## config.mk

```make
export PLATFORM = sky130hd
export DESIGN_NAME = hasb_active_status
export DESIGN_NICKNAME = d
export VERILOG_FILES = /design/src/inc/hasb_pkg.sv /design/src/core/hasb_flag_cell.sv /design/src/core/hasb_active_status.sv
export SDC_FILE = /design/constraint.sdc
export NUM_CORES = 1
export LEC_CHECK = 0
export BUFFER_PORTS_ARGS = -buffer_cell sky130_fd_sc_hd__buf_2
export CELL_PAD_IN_SITES_DETAIL_PLACEMENT = 1
export CELL_PAD_IN_SITES_GLOBAL_PLACEMENT = 2
export CORE_MARGIN = 1.5
export CORE_UTILIZATION = 15
export DETAILED_ROUTE_END_ITERATION = 16
export PLACE_DENSITY_LB_ADDON = 0.1
export SLEW_MARGIN = 20
export SYNTH_ARGS = -nofsm -noshare
export SYNTH_HDL_FRONTEND = slang
export SYNTH_SLANG_ARGS = --single-unit
```

## constraint.sdc

```tcl
create_clock -name mclk -period 1.1 [get_ports mclk]
set_input_delay 0.11 -clock mclk [delete_from_list [all_inputs] [get_ports mclk]]
set_output_delay 0.11 -clock mclk [all_outputs]
set_load 0.1 [all_outputs]
```

## src/inc/hasb_pkg.sv

```systemverilog
// Purpose: constants for the handler active-status register block
// Assumes: 32-bit APB, one register word
// Notes: offset of the register word is a local choice
package hasb_pkg;
  localparam logic [11:0] HASB_STATE_OFFSET = 12'h000;
  localparam int HASB_PEND_SERVICE_BIT = 10;
  localparam int HASB_DEBUG_MONITOR_BIT = 8;
  localparam int HASB_SUPERVISOR_CALL_BIT = 7;
  localparam int HASB_USAGE_FAULT_BIT = 3;
  localparam int HASB_BUS_FAULT_BIT = 1;
  localparam int HASB_MEM_MANAGE_BIT = 0;
  localparam int HASB_NUM_HANDLERS = 6;
  // writable bit positions of the register word
  localparam logic [31:0] HASB_ACTIVE_MASK = 32'h0000_058b;
  localparam logic [5:0] HASB_ACTIVE_RESET = 6'h00;
  localparam logic [31:0] HASB_READ_ZERO = 32'h0000_0000;
  typedef enum logic [1:0] {
    HASB_IDLE = 2'b01,
    HASB_ACCESS = 2'b10
  } hasb_apb_state_t;
endpackage

```

## src/core/hasb_flag_cell.sv

```systemverilog
// Purpose: one handler active flag with hardware entry/return and software write
// Assumes: entry, return and write are pulses on mclk
// Notes: hardware entry wins over a software clear in the same cycle
`timescale 1ns/1ns
module hasb_flag_cell (
  input wire logic mclk,
  input wire logic sys_rst,
  input wire logic handlerEntry,
  input wire logic handlerReturn,
  input wire logic swWrite,
  input wire logic swValue,
  output logic flagActive
);
  import hasb_pkg::*;
  logic flag_r;
  logic flag_nxt;

  // entry beats return and software write, so no entry event is lost
  always_comb begin
    flag_nxt = flag_r;
    if (swWrite) begin
      flag_nxt = swValue;
    end
    if (handlerReturn) begin
      flag_nxt = 1'b0;
    end
    if (handlerEntry) begin
      flag_nxt = 1'b1;
    end
  end

  always_ff @(posedge mclk or posedge sys_rst) begin
    if (sys_rst) begin
      flag_r <= 1'b0;
    end else begin
      flag_r <= flag_nxt;
    end
  end

  assign flagActive = flag_r;
endmodule

```

## src/core/hasb_active_status.sv

```systemverilog
// Purpose: APB register holding the six handler active-status flags
// Assumes: APB master per protocol; exception logic gives entry/return pulses
// Notes: zero-wait APB slave; unmapped reads return zero with pslverr
//
// Notes on behaviour
// - pend-service active flag, bit 10, writable
// - debug-monitor active flag, bit 8, writable
// - supervisor-call active flag, bit 7, writable
// - usage-fault active flag, bit 3, writable
// - bus-fault active flag, bit 1, writable
// - mem-manage-fault active flag, bit 0, writable
// - bits 9, 6:4, 2 read zero
//
// The address map and the APB register port were decided locally.
`timescale 1ns/1ns
module hasb_active_status (
  input wire logic mclk,
  input wire logic sys_rst,
  input wire logic psel,
  input wire logic penable,
  input wire logic pwrite,
  input wire logic [11:0] paddr,
  input wire logic [31:0] pwdata,
  output logic [31:0] prdata,
  output logic pready,
  output logic pslverr,
  // one bit per handler in order: pend, monitor, svcall, usage, bus, mem
  input wire logic [5:0] handlerEntry,
  input wire logic [5:0] handlerReturn,
  output logic [5:0] handlerActive
);
  import hasb_pkg::*;

  // ----------------------------------------
  // bus decode
  // ----------------------------------------
  logic hitState;
  logic wrStrobe;
  logic [5:0] wrValue;
  logic [31:0] rdWord;
  logic [31:0] prdata_r;
  logic [31:0] prdata_nxt;
  logic pslverr_r;
  logic pslverr_nxt;
  hasb_apb_state_t apbState_r;
  hasb_apb_state_t apbState_nxt;

  // packs the six flags into their register positions
  function automatic logic [31:0] hasb_pack(input logic [5:0] f);
    logic [31:0] w;
    w = 32'h0000_0000;
    w[HASB_PEND_SERVICE_BIT] = f[5];
    w[HASB_DEBUG_MONITOR_BIT] = f[4];
    w[HASB_SUPERVISOR_CALL_BIT] = f[3];
    w[HASB_USAGE_FAULT_BIT] = f[2];
    w[HASB_BUS_FAULT_BIT] = f[1];
    w[HASB_MEM_MANAGE_BIT] = f[0];
    return w;
  endfunction

  assign hitState = (paddr == HASB_STATE_OFFSET);
  // write takes effect only at the completing access edge
  assign wrStrobe = psel && penable && pwrite && hitState;
  assign wrValue = {pwdata[HASB_PEND_SERVICE_BIT], pwdata[HASB_DEBUG_MONITOR_BIT],
                    pwdata[HASB_SUPERVISOR_CALL_BIT], pwdata[HASB_USAGE_FAULT_BIT],
                    pwdata[HASB_BUS_FAULT_BIT], pwdata[HASB_MEM_MANAGE_BIT]};
  // reserved positions never come from storage, so they always read zero
  assign rdWord = hasb_pack(handlerActive) & HASB_ACTIVE_MASK;

  // ----------------------------------------
  // flag storage
  // ----------------------------------------
  // hardware entry/return and software writes per handler
  genvar gi;
  generate
    for (gi = 0; gi < HASB_NUM_HANDLERS; gi = gi + 1) begin : g_flag
      hasb_flag_cell u_cell (
        .mclk(mclk),
        .sys_rst(sys_rst),
        .handlerEntry(handlerEntry[gi]),
        .handlerReturn(handlerReturn[gi]),
        .swWrite(wrStrobe),
        .swValue(wrValue[gi]),
        .flagActive(handlerActive[gi])
      );
    end
  endgenerate

  // ----------------------------------------
  // apb phase tracking and read data
  // ----------------------------------------
  // read data is registered in setup so it is stable through access
  always_comb begin
    apbState_nxt = apbState_r;
    prdata_nxt = prdata_r;
    pslverr_nxt = pslverr_r;
    case (apbState_r)
      HASB_IDLE: begin
        if (psel && !penable) begin
          apbState_nxt = HASB_ACCESS;
          prdata_nxt = (hitState && !pwrite) ? rdWord : HASB_READ_ZERO;
          pslverr_nxt = !hitState;
        end
      end
      HASB_ACCESS: begin
        apbState_nxt = HASB_IDLE;
      end
      default: begin
        apbState_nxt = HASB_IDLE;
      end
    endcase
  end

  always_ff @(posedge mclk or posedge sys_rst) begin
    if (sys_rst) begin
      apbState_r <= HASB_IDLE;
      prdata_r <= 32'h0000_0000;
      pslverr_r <= 1'b0;
    end else begin
      apbState_r <= apbState_nxt;
      prdata_r <= prdata_nxt;
      pslverr_r <= pslverr_nxt;
    end
  end

  assign prdata = prdata_r;
  assign pready = 1'b1; // zero wait states
  assign pslverr = pslverr_r & psel & penable;

  // ----------------------------------------
  // checks
  // ----------------------------------------
  property p_reserved_zero;
    @(posedge mclk) disable iff (sys_rst)
      (psel && penable && !pwrite) |-> (prdata & ~HASB_ACTIVE_MASK) == 32'h0000_0000;
  endproperty
  a_reserved_zero: assert property (p_reserved_zero) else $error("reserved bit read nonzero");

  property p_pend_write;
    @(posedge mclk) disable iff (sys_rst)
      (wrStrobe && !handlerEntry[5] && !handlerReturn[5]) |=> handlerActive[5] == $past(pwdata[10]);
  endproperty
  a_pend_write: assert property (p_pend_write) else $error("pend flag write lost");

  property p_mon_write;
    @(posedge mclk) disable iff (sys_rst)
      (wrStrobe && !handlerEntry[4] && !handlerReturn[4]) |=> handlerActive[4] == $past(pwdata[8]);
  endproperty
  a_mon_write: assert property (p_mon_write) else $error("monitor flag write lost");

  property p_svc_write;
    @(posedge mclk) disable iff (sys_rst)
      (wrStrobe && !handlerEntry[3] && !handlerReturn[3]) |=> handlerActive[3] == $past(pwdata[7]);
  endproperty
  a_svc_write: assert property (p_svc_write) else $error("svcall flag write lost");

  property p_usage_write;
    @(posedge mclk) disable iff (sys_rst)
      (wrStrobe && !handlerEntry[2] && !handlerReturn[2]) |=> handlerActive[2] == $past(pwdata[3]);
  endproperty
  a_usage_write: assert property (p_usage_write) else $error("usage flag write lost");

  property p_bus_write;
    @(posedge mclk) disable iff (sys_rst)
      (wrStrobe && !handlerEntry[1] && !handlerReturn[1]) |=> handlerActive[1] == $past(pwdata[1]);
  endproperty
  a_bus_write: assert property (p_bus_write) else $error("bus flag write lost");

  property p_mem_write;
    @(posedge mclk) disable iff (sys_rst)
      (wrStrobe && !handlerEntry[0] && !handlerReturn[0]) |=> handlerActive[0] == $past(pwdata[0]);
  endproperty
  a_mem_write: assert property (p_mem_write) else $error("mem flag write lost");

  property p_entry_sets;
    @(posedge mclk) disable iff (sys_rst)
      handlerEntry[0] |=> handlerActive[0];
  endproperty
  a_entry_sets: assert property (p_entry_sets) else $error("entry did not set flag");

  property p_return_clears;
    @(posedge mclk) disable iff (sys_rst)
      (handlerReturn[2] && !handlerEntry[2]) |=> !handlerActive[2];
  endproperty
  a_return_clears: assert property (p_return_clears) else $error("return did not clear flag");

  property p_read_matches;
    @(posedge mclk) disable iff (sys_rst)
      (psel && !penable && !pwrite && hitState) ##1 (psel && penable)
        |-> prdata[10] == $past(handlerActive[5]) && prdata[0] == $past(handlerActive[0]);
  endproperty
  a_read_matches: assert property (p_read_matches) else $error("read data wrong");

  // whole-vector event checks: a broken bit slice in one cell shows up here, not only on bits 0 and 2
  property p_entry_all;
    @(posedge mclk) disable iff (sys_rst)
      (handlerEntry != 6'h00) |=> ((handlerActive & $past(handlerEntry)) == $past(handlerEntry));
  endproperty
  a_entry_all: assert property (p_entry_all) else $error("entry left a flag clear");

  property p_return_all;
    @(posedge mclk) disable iff (sys_rst)
      (handlerReturn != 6'h00) |=> ((handlerActive & $past(handlerReturn) & ~$past(handlerEntry)) == 6'h00);
  endproperty
  a_return_all: assert property (p_return_all) else $error("return left a flag set");

  property p_quiet_hold;
    @(posedge mclk) disable iff (sys_rst)
      (!wrStrobe && handlerEntry == 6'h00 && handlerReturn == 6'h00) |=> $stable(handlerActive);
  endproperty
  a_quiet_hold: assert property (p_quiet_hold) else $error("flag moved with no event");

  property p_unmapped_read;
    @(posedge mclk) disable iff (sys_rst)
      (psel && penable && !pwrite && !hitState) |-> (prdata == HASB_READ_ZERO) && pslverr;
  endproperty
  a_unmapped_read: assert property (p_unmapped_read) else $error("unmapped read not zero with error");

  property p_mapped_no_err;
    @(posedge mclk) disable iff (sys_rst)
      (psel && penable && hitState) |-> !pslverr;
  endproperty
  a_mapped_no_err: assert property (p_mapped_no_err) else $error("mapped access flagged error");
endmodule

```

* Word-level counts from Yosys, hierarchy flattened
Cells that the tools add are included.
** Word-level totals
- Flip-flop bits (word level) :: 41
- Output and inout port bits :: 40
- Input port bits :: 61
** Cells by class
- Bitwise logic cells :: 2
- Multiplexer cells :: 21
- Reduce and logical (&&, ||, !) cells :: 16
- Eq/ne operators :: 2
** Operators by type and width (count)
- two-way mux 1 bit :: 18
- nonzero test 3 bit :: 6
- logical NOT 12 bit :: 1
- two-way mux 11 bit :: 1
- logical AND 1 bit :: 5
- two-way mux 2 bit :: 2
- logical NOT 1 bit :: 3
- bitwise AND 1 bit :: 2
- equality test 2 x 1 -> 1 bit, second input constant :: 1
- inequality test 2 bit, second input constant :: 1
- AND reduction 2 bit :: 1

* Longest topological paths before layout
- Depth in word-level cells :: 6
- Gate-level depth with buffers :: 4
- Gate-level depth less buffers :: 3

* Modules after synthesis
Synthesis repeated with hierarchy kept, for this count alone.
** Unflattened totals
- Cell total of the unflattened synthesis :: 92
- Area total of the unflattened synthesis :: 918.4 um^2
** Modules (own cells, without submodules)
- hasb_active_status :: sequential area each 226.5 um^2, area an instance 640.6 um^2, cells each 68, times used 1
- hasb_flag_cell :: sequential area each 25.0 um^2, area an instance 46.3 um^2, cells each 4, times used 6

* Least setup slack after synthesis
Ideal clock, no wire load.
- Kind :: input-to-reg
- From :: in paddr[0]
- To :: reg g_flag[0].u_cell.flag_r
- Data arrival time :: 1.538 ns
- Required time :: 0.996 ns
- Path slack :: -0.542 ns
- Library setup time :: 0.104 ns
- Stages on the path :: 4
- Path through :: or4_4 > buf_6 > or4_4 > o311ai_1
** Between the ends
- Longest elaborated chain between the ends :: 3
** Ends and longest elaborated chain
- from (decl) :: RTL line hasb_active_status.sv:22 : input wire logic [11:0] paddr,
- logical NOT 12 bit :: RTL line hasb_active_status.sv:61 : assign hitState = (paddr == HASB_STATE_OFFSET);
- logical AND 1 bit :: RTL line hasb_active_status.sv:63 : assign wrStrobe = psel && penable && pwrite && hitState;
- nonzero test 3 bit (no line)
- to (signal assigned) :: RTL line hasb_flag_cell.sv:36 : flag_r <= flag_nxt;
- to (decl) :: RTL line hasb_flag_cell.sv:15 : logic flag_r;
Every way passes these cells.
A chain may end at the register's enable or synchronous reset.

* Final worst setup path
- From :: in paddr[0]
- To :: reg g_flag[1].u_cell.flag_r
** Between the ends
- Longest elaborated chain between the ends :: 3
** Ends and longest elaborated chain (RTL line)
- logical NOT 12 bit :: hasb_active_status.sv:61
- logical AND 1 bit :: hasb_active_status.sv:63
- nonzero test 3 bit (no line)
- to (signal assigned) :: hasb_flag_cell.sv:36
- to (decl) :: hasb_flag_cell.sv:15
Every way passes these cells.

==> flow_summary_export.csv <==
group,metric,value,unit
run_status,status,"complete, but fails checks",
run_status,violations,"setup timing",
worst_setup_path,start_kind,"input port",
worst_setup_path,crit_path_frequent_cell,"or4_4",
cts,clock-sinks,15,
pwr,power-per-cell-area,1180,mW/mm²
worst_setup_path,critical_path_class,"input port to flop",
placed_design,port_buffers,47,
finish,regArea,377,µm²
finish,fin_nets,218,
global_routing,grt_pass1_vias,871,
worst_setup_path,required,1.25,ns
global_routing,track_usage,7.74,%
worst_setup_path,critPathMaxStageDelay,0.64,ns
timing,hold_slack,0.0651,ns
timing,fin_skew,0.000400,ns
pwr,seqPwrFrac,32.0,%
hold_path,hp-class,"input port to flop",
pwr,peakVddDrop,0.000338,V
cts,clock_latency,0.24,ns
pwr,switching_share,45.6,%
logic_synthesis,ys_types,22,
pwr,internal_power,1040,µW
global_routing,antenna_found_initial,0,
timing,hold_viol_final,0,
logic_synthesis,ys_warn_count,0,
worst_setup_path,ff2ff_path_depth,4,
worst_setup_path,r2r_slack,-0.09,ns
floorplan,die_area,0.00712,mm²
worst_setup_path,cp-end-kind,"flop",
floorplan,io_pins,101,
logic_synthesis,seq_area_frac_synth,37.9,%
floorplan,core_area,0.00639,mm²
detailed_routing,drt-total-wl,2.92,mm
detailed_routing,vias_per_cell,3.60,
worst_setup_path,crit_path_cell_trace,"buf_6 -> or4_4 -> or4_4 -> o311ai_2",
timing,finalSetupViolations,13,
worst_setup_path,worst_r2r_endpoint,"prdata[1]",
floorplan,fp.dieW,84.4,µm
worst_setup_path,cp.arrival,1.61,ns
timing,finalCritPeriodShare,133,%
floorplan,rows,29,
timing,fin_tns_setup,-3.01,ns
logic_synthesis,synthCells,103,
global_routing,grt_max_degree,16,
cts,clk_pin_slew,0.06,ns
detailed_routing,ant_nets,0,
pwr,p_leak,0.000771,µW
logic_synthesis,synth_top_area_share,35.3,%
worst_setup_path,slowest_stage,"or4_4",
cts,cts_tree,"yes",
placed_design,dp_hpwl,2.38,mm
pwr,p_switching,870,µW
cts,cts_buffer_depth,2,
hold_path,min_from,"handlerEntry[4]",
detailed_routing,drc_errors,0,
logic_synthesis,synth-seq-cells,15,
detailed_routing,wire_per_inst,12.5,µm
finish,n_antenna_cell,0,
pwr,power,1910,µW
placed_design,pre_cts_ws,-0.634,ns
cts,h-tree-depth,1,
finish,nFillCells,757,
hold_path,min_path_cells,3,
timing,rsz0062_at_grt,"true",
timing,slew_viol_final,0,
timing,layout_setup_ws,-0.361,ns
logic_synthesis,syn_area,993,µm²
logic_synthesis,avgSynthCellArea,9.65,µm²
worst_setup_path,worstReg2RegStart,"apbState_r[0]",
timing,fin_crit,1.46,ns
cts,root_buffer,"clkbuf_8",
finish,multi_input_comb_area,507,µm²
logic_synthesis,synth.top_cells.by_area,"dfrtp_1 (35%), buf_4 (25%), a32o_1 (6.0%), o311ai_1 (5.3%), o41ai_1 (5.3%)",
finish,layout-drive-gt1-share,51.9,%
detailed_routing,vias,838,
hold_path,whs_endpoint,"g_flag[4].u_cell.flagActive",
placed_design,place_congestion,0.668,
detailed_routing,drt_iter0_drc,18,
global_routing,grt_overflow_total,0,
finish,area_growth,63.4,%
job,cap_violations,0,
global_routing,grt_pass1_wl,4.37,mm
floorplan,start_util,15.6,%
cts,cts_buffers,3,
pwr,pwr-share-comb,44.6,%
worst_setup_path,crit_fanout,6,
floorplan,die_height,84.4,µm
logic_synthesis,yosysTopAreaCell,"dfrtp_1",
detailed_routing,dr.pass1.iters,4,
timing,fmax,0.685,GHz
pwr,pwr-share-clk,23.3,%
==> placed cells by master (no fill, tap or decap), types with 2 or more instances in the layout <==
cell      instances
or4_4             3
clkbuf_8          3
inv_1            13
buf_12           13
nor2b_1           6
o311ai_4          2
buf_2            34
dfrtp_1          14
o41ai_2           4
o311ai_2          4
a32o_1            6
conb_1           27
buf_6             2
o41ai_1           2
buf_4            11
==> registers in the layout (all words and copies together) (netlist names) <==
register,flops
g_flag.u_cell.flagActive,6
apbState_r,2
prdata,6
pslverr_r,1
==> critical path: cells and delay by family <==
kind | cells | cell delay [ns]
compound gates | 1 | 0.24
buf+inv | 1 | 0.09
simple gates | 2 | 1.17
==> metrics by stage <==
step / cells / util [%] / instance area [µm²]
2_1_floorplan: 128 / - / 1090
3_3_place_gp: 226 / 22.3 / 1430
3_5_place_dp: 226 / 22.3 / 1430
4_1_cts: 231 / 23.5 / 1500
5_1_grt: 233 / 25.4 / 1620
6_report: 233 / 25.4 / 1620
==> how the worst max path moves through the flow <==
stage	start	to	slack [ns]	cells after the start
floorplan	paddr[0]	g_flag[0].u_cell.flagActive	-0.54	4
global route	paddr[3]	g_flag[0].u_cell.flagActive	-0.39	5
CTS	paddr[0]	g_flag[0].u_cell.flagActive	-0.34	4
global placement	paddr[0]	g_flag[0].u_cell.flagActive	-0.58	4
finish	paddr[0]	g_flag[1].u_cell.flagActive	-0.36	4
detailed placement	paddr[0]	g_flag[5].u_cell.flagActive	-0.63	4
==> what timing repair did <==
action,in CTS,in global routing
endpoints found under the hold margin,14,0
setup endpoints to repair,14,15
gates cloned,0,1
gates resized for setup,4,13
buffers inserted,0,1
hold buffers,1,0
pin swaps,0,1
==> cells in the mapped netlist (all sizes together) <==
cell	instances
a32o	6
and3	1
buf	35
clkbuf	2
conb	2
dfrtp	14
dfstp	1
inv	14
nand2	1
nand3	1
nand4bb	1
nor2	1
nor2b	6
nor3	1
o21ai	1
o311ai	6
o41ai	6
or4	4
==> cell families after synthesis <==
kind of cell           share of synthesized area, %
other                                         0.756
flip-flops                                     37.9
buffers and inverters                          32.6
AO/OA/AOI/OAI                                  17.1
AND/OR/NAND/NOR                                11.6
==> power by group through the flow <==
stage	Combinational [µW]	Sequential, µW	Clock, µW
after global placement	785	618	0
after detailed placement	790	619	0
after CTS	801	610	472
after global routing	881	613	507
after floorplan	708	600	0
final	851	611	445
==> cell type report <==
| type | count | share of cell area, % |
|---|---|---|
| repair buffers | 61 | 33.6 |
| multi-input cells | 62 | 31.2 |
| flip-flops and latches | 15 | 23.2 |
| well taps | 77 | 5.94 |
| inverters | 14 | 3.24 |
| clock buffers | 4 | 2.78 |
==> routing by layer <==
| metal | vias to the layer above | global-route usage [%] | wire, µm |
|---|---|---|---|
| met2 | 46 | 11.4 | 1380 |
| met1 | 387 | 10.9 | 1330 |
| met3 | 0 | 2.36 | 210 |
| li1 | 405 | - | - |
| met5 | - | 0 | 0 |
| met4 | 0 | 2.20 | 0 |
Note: power is estimated with default switching activity, not from simulation.
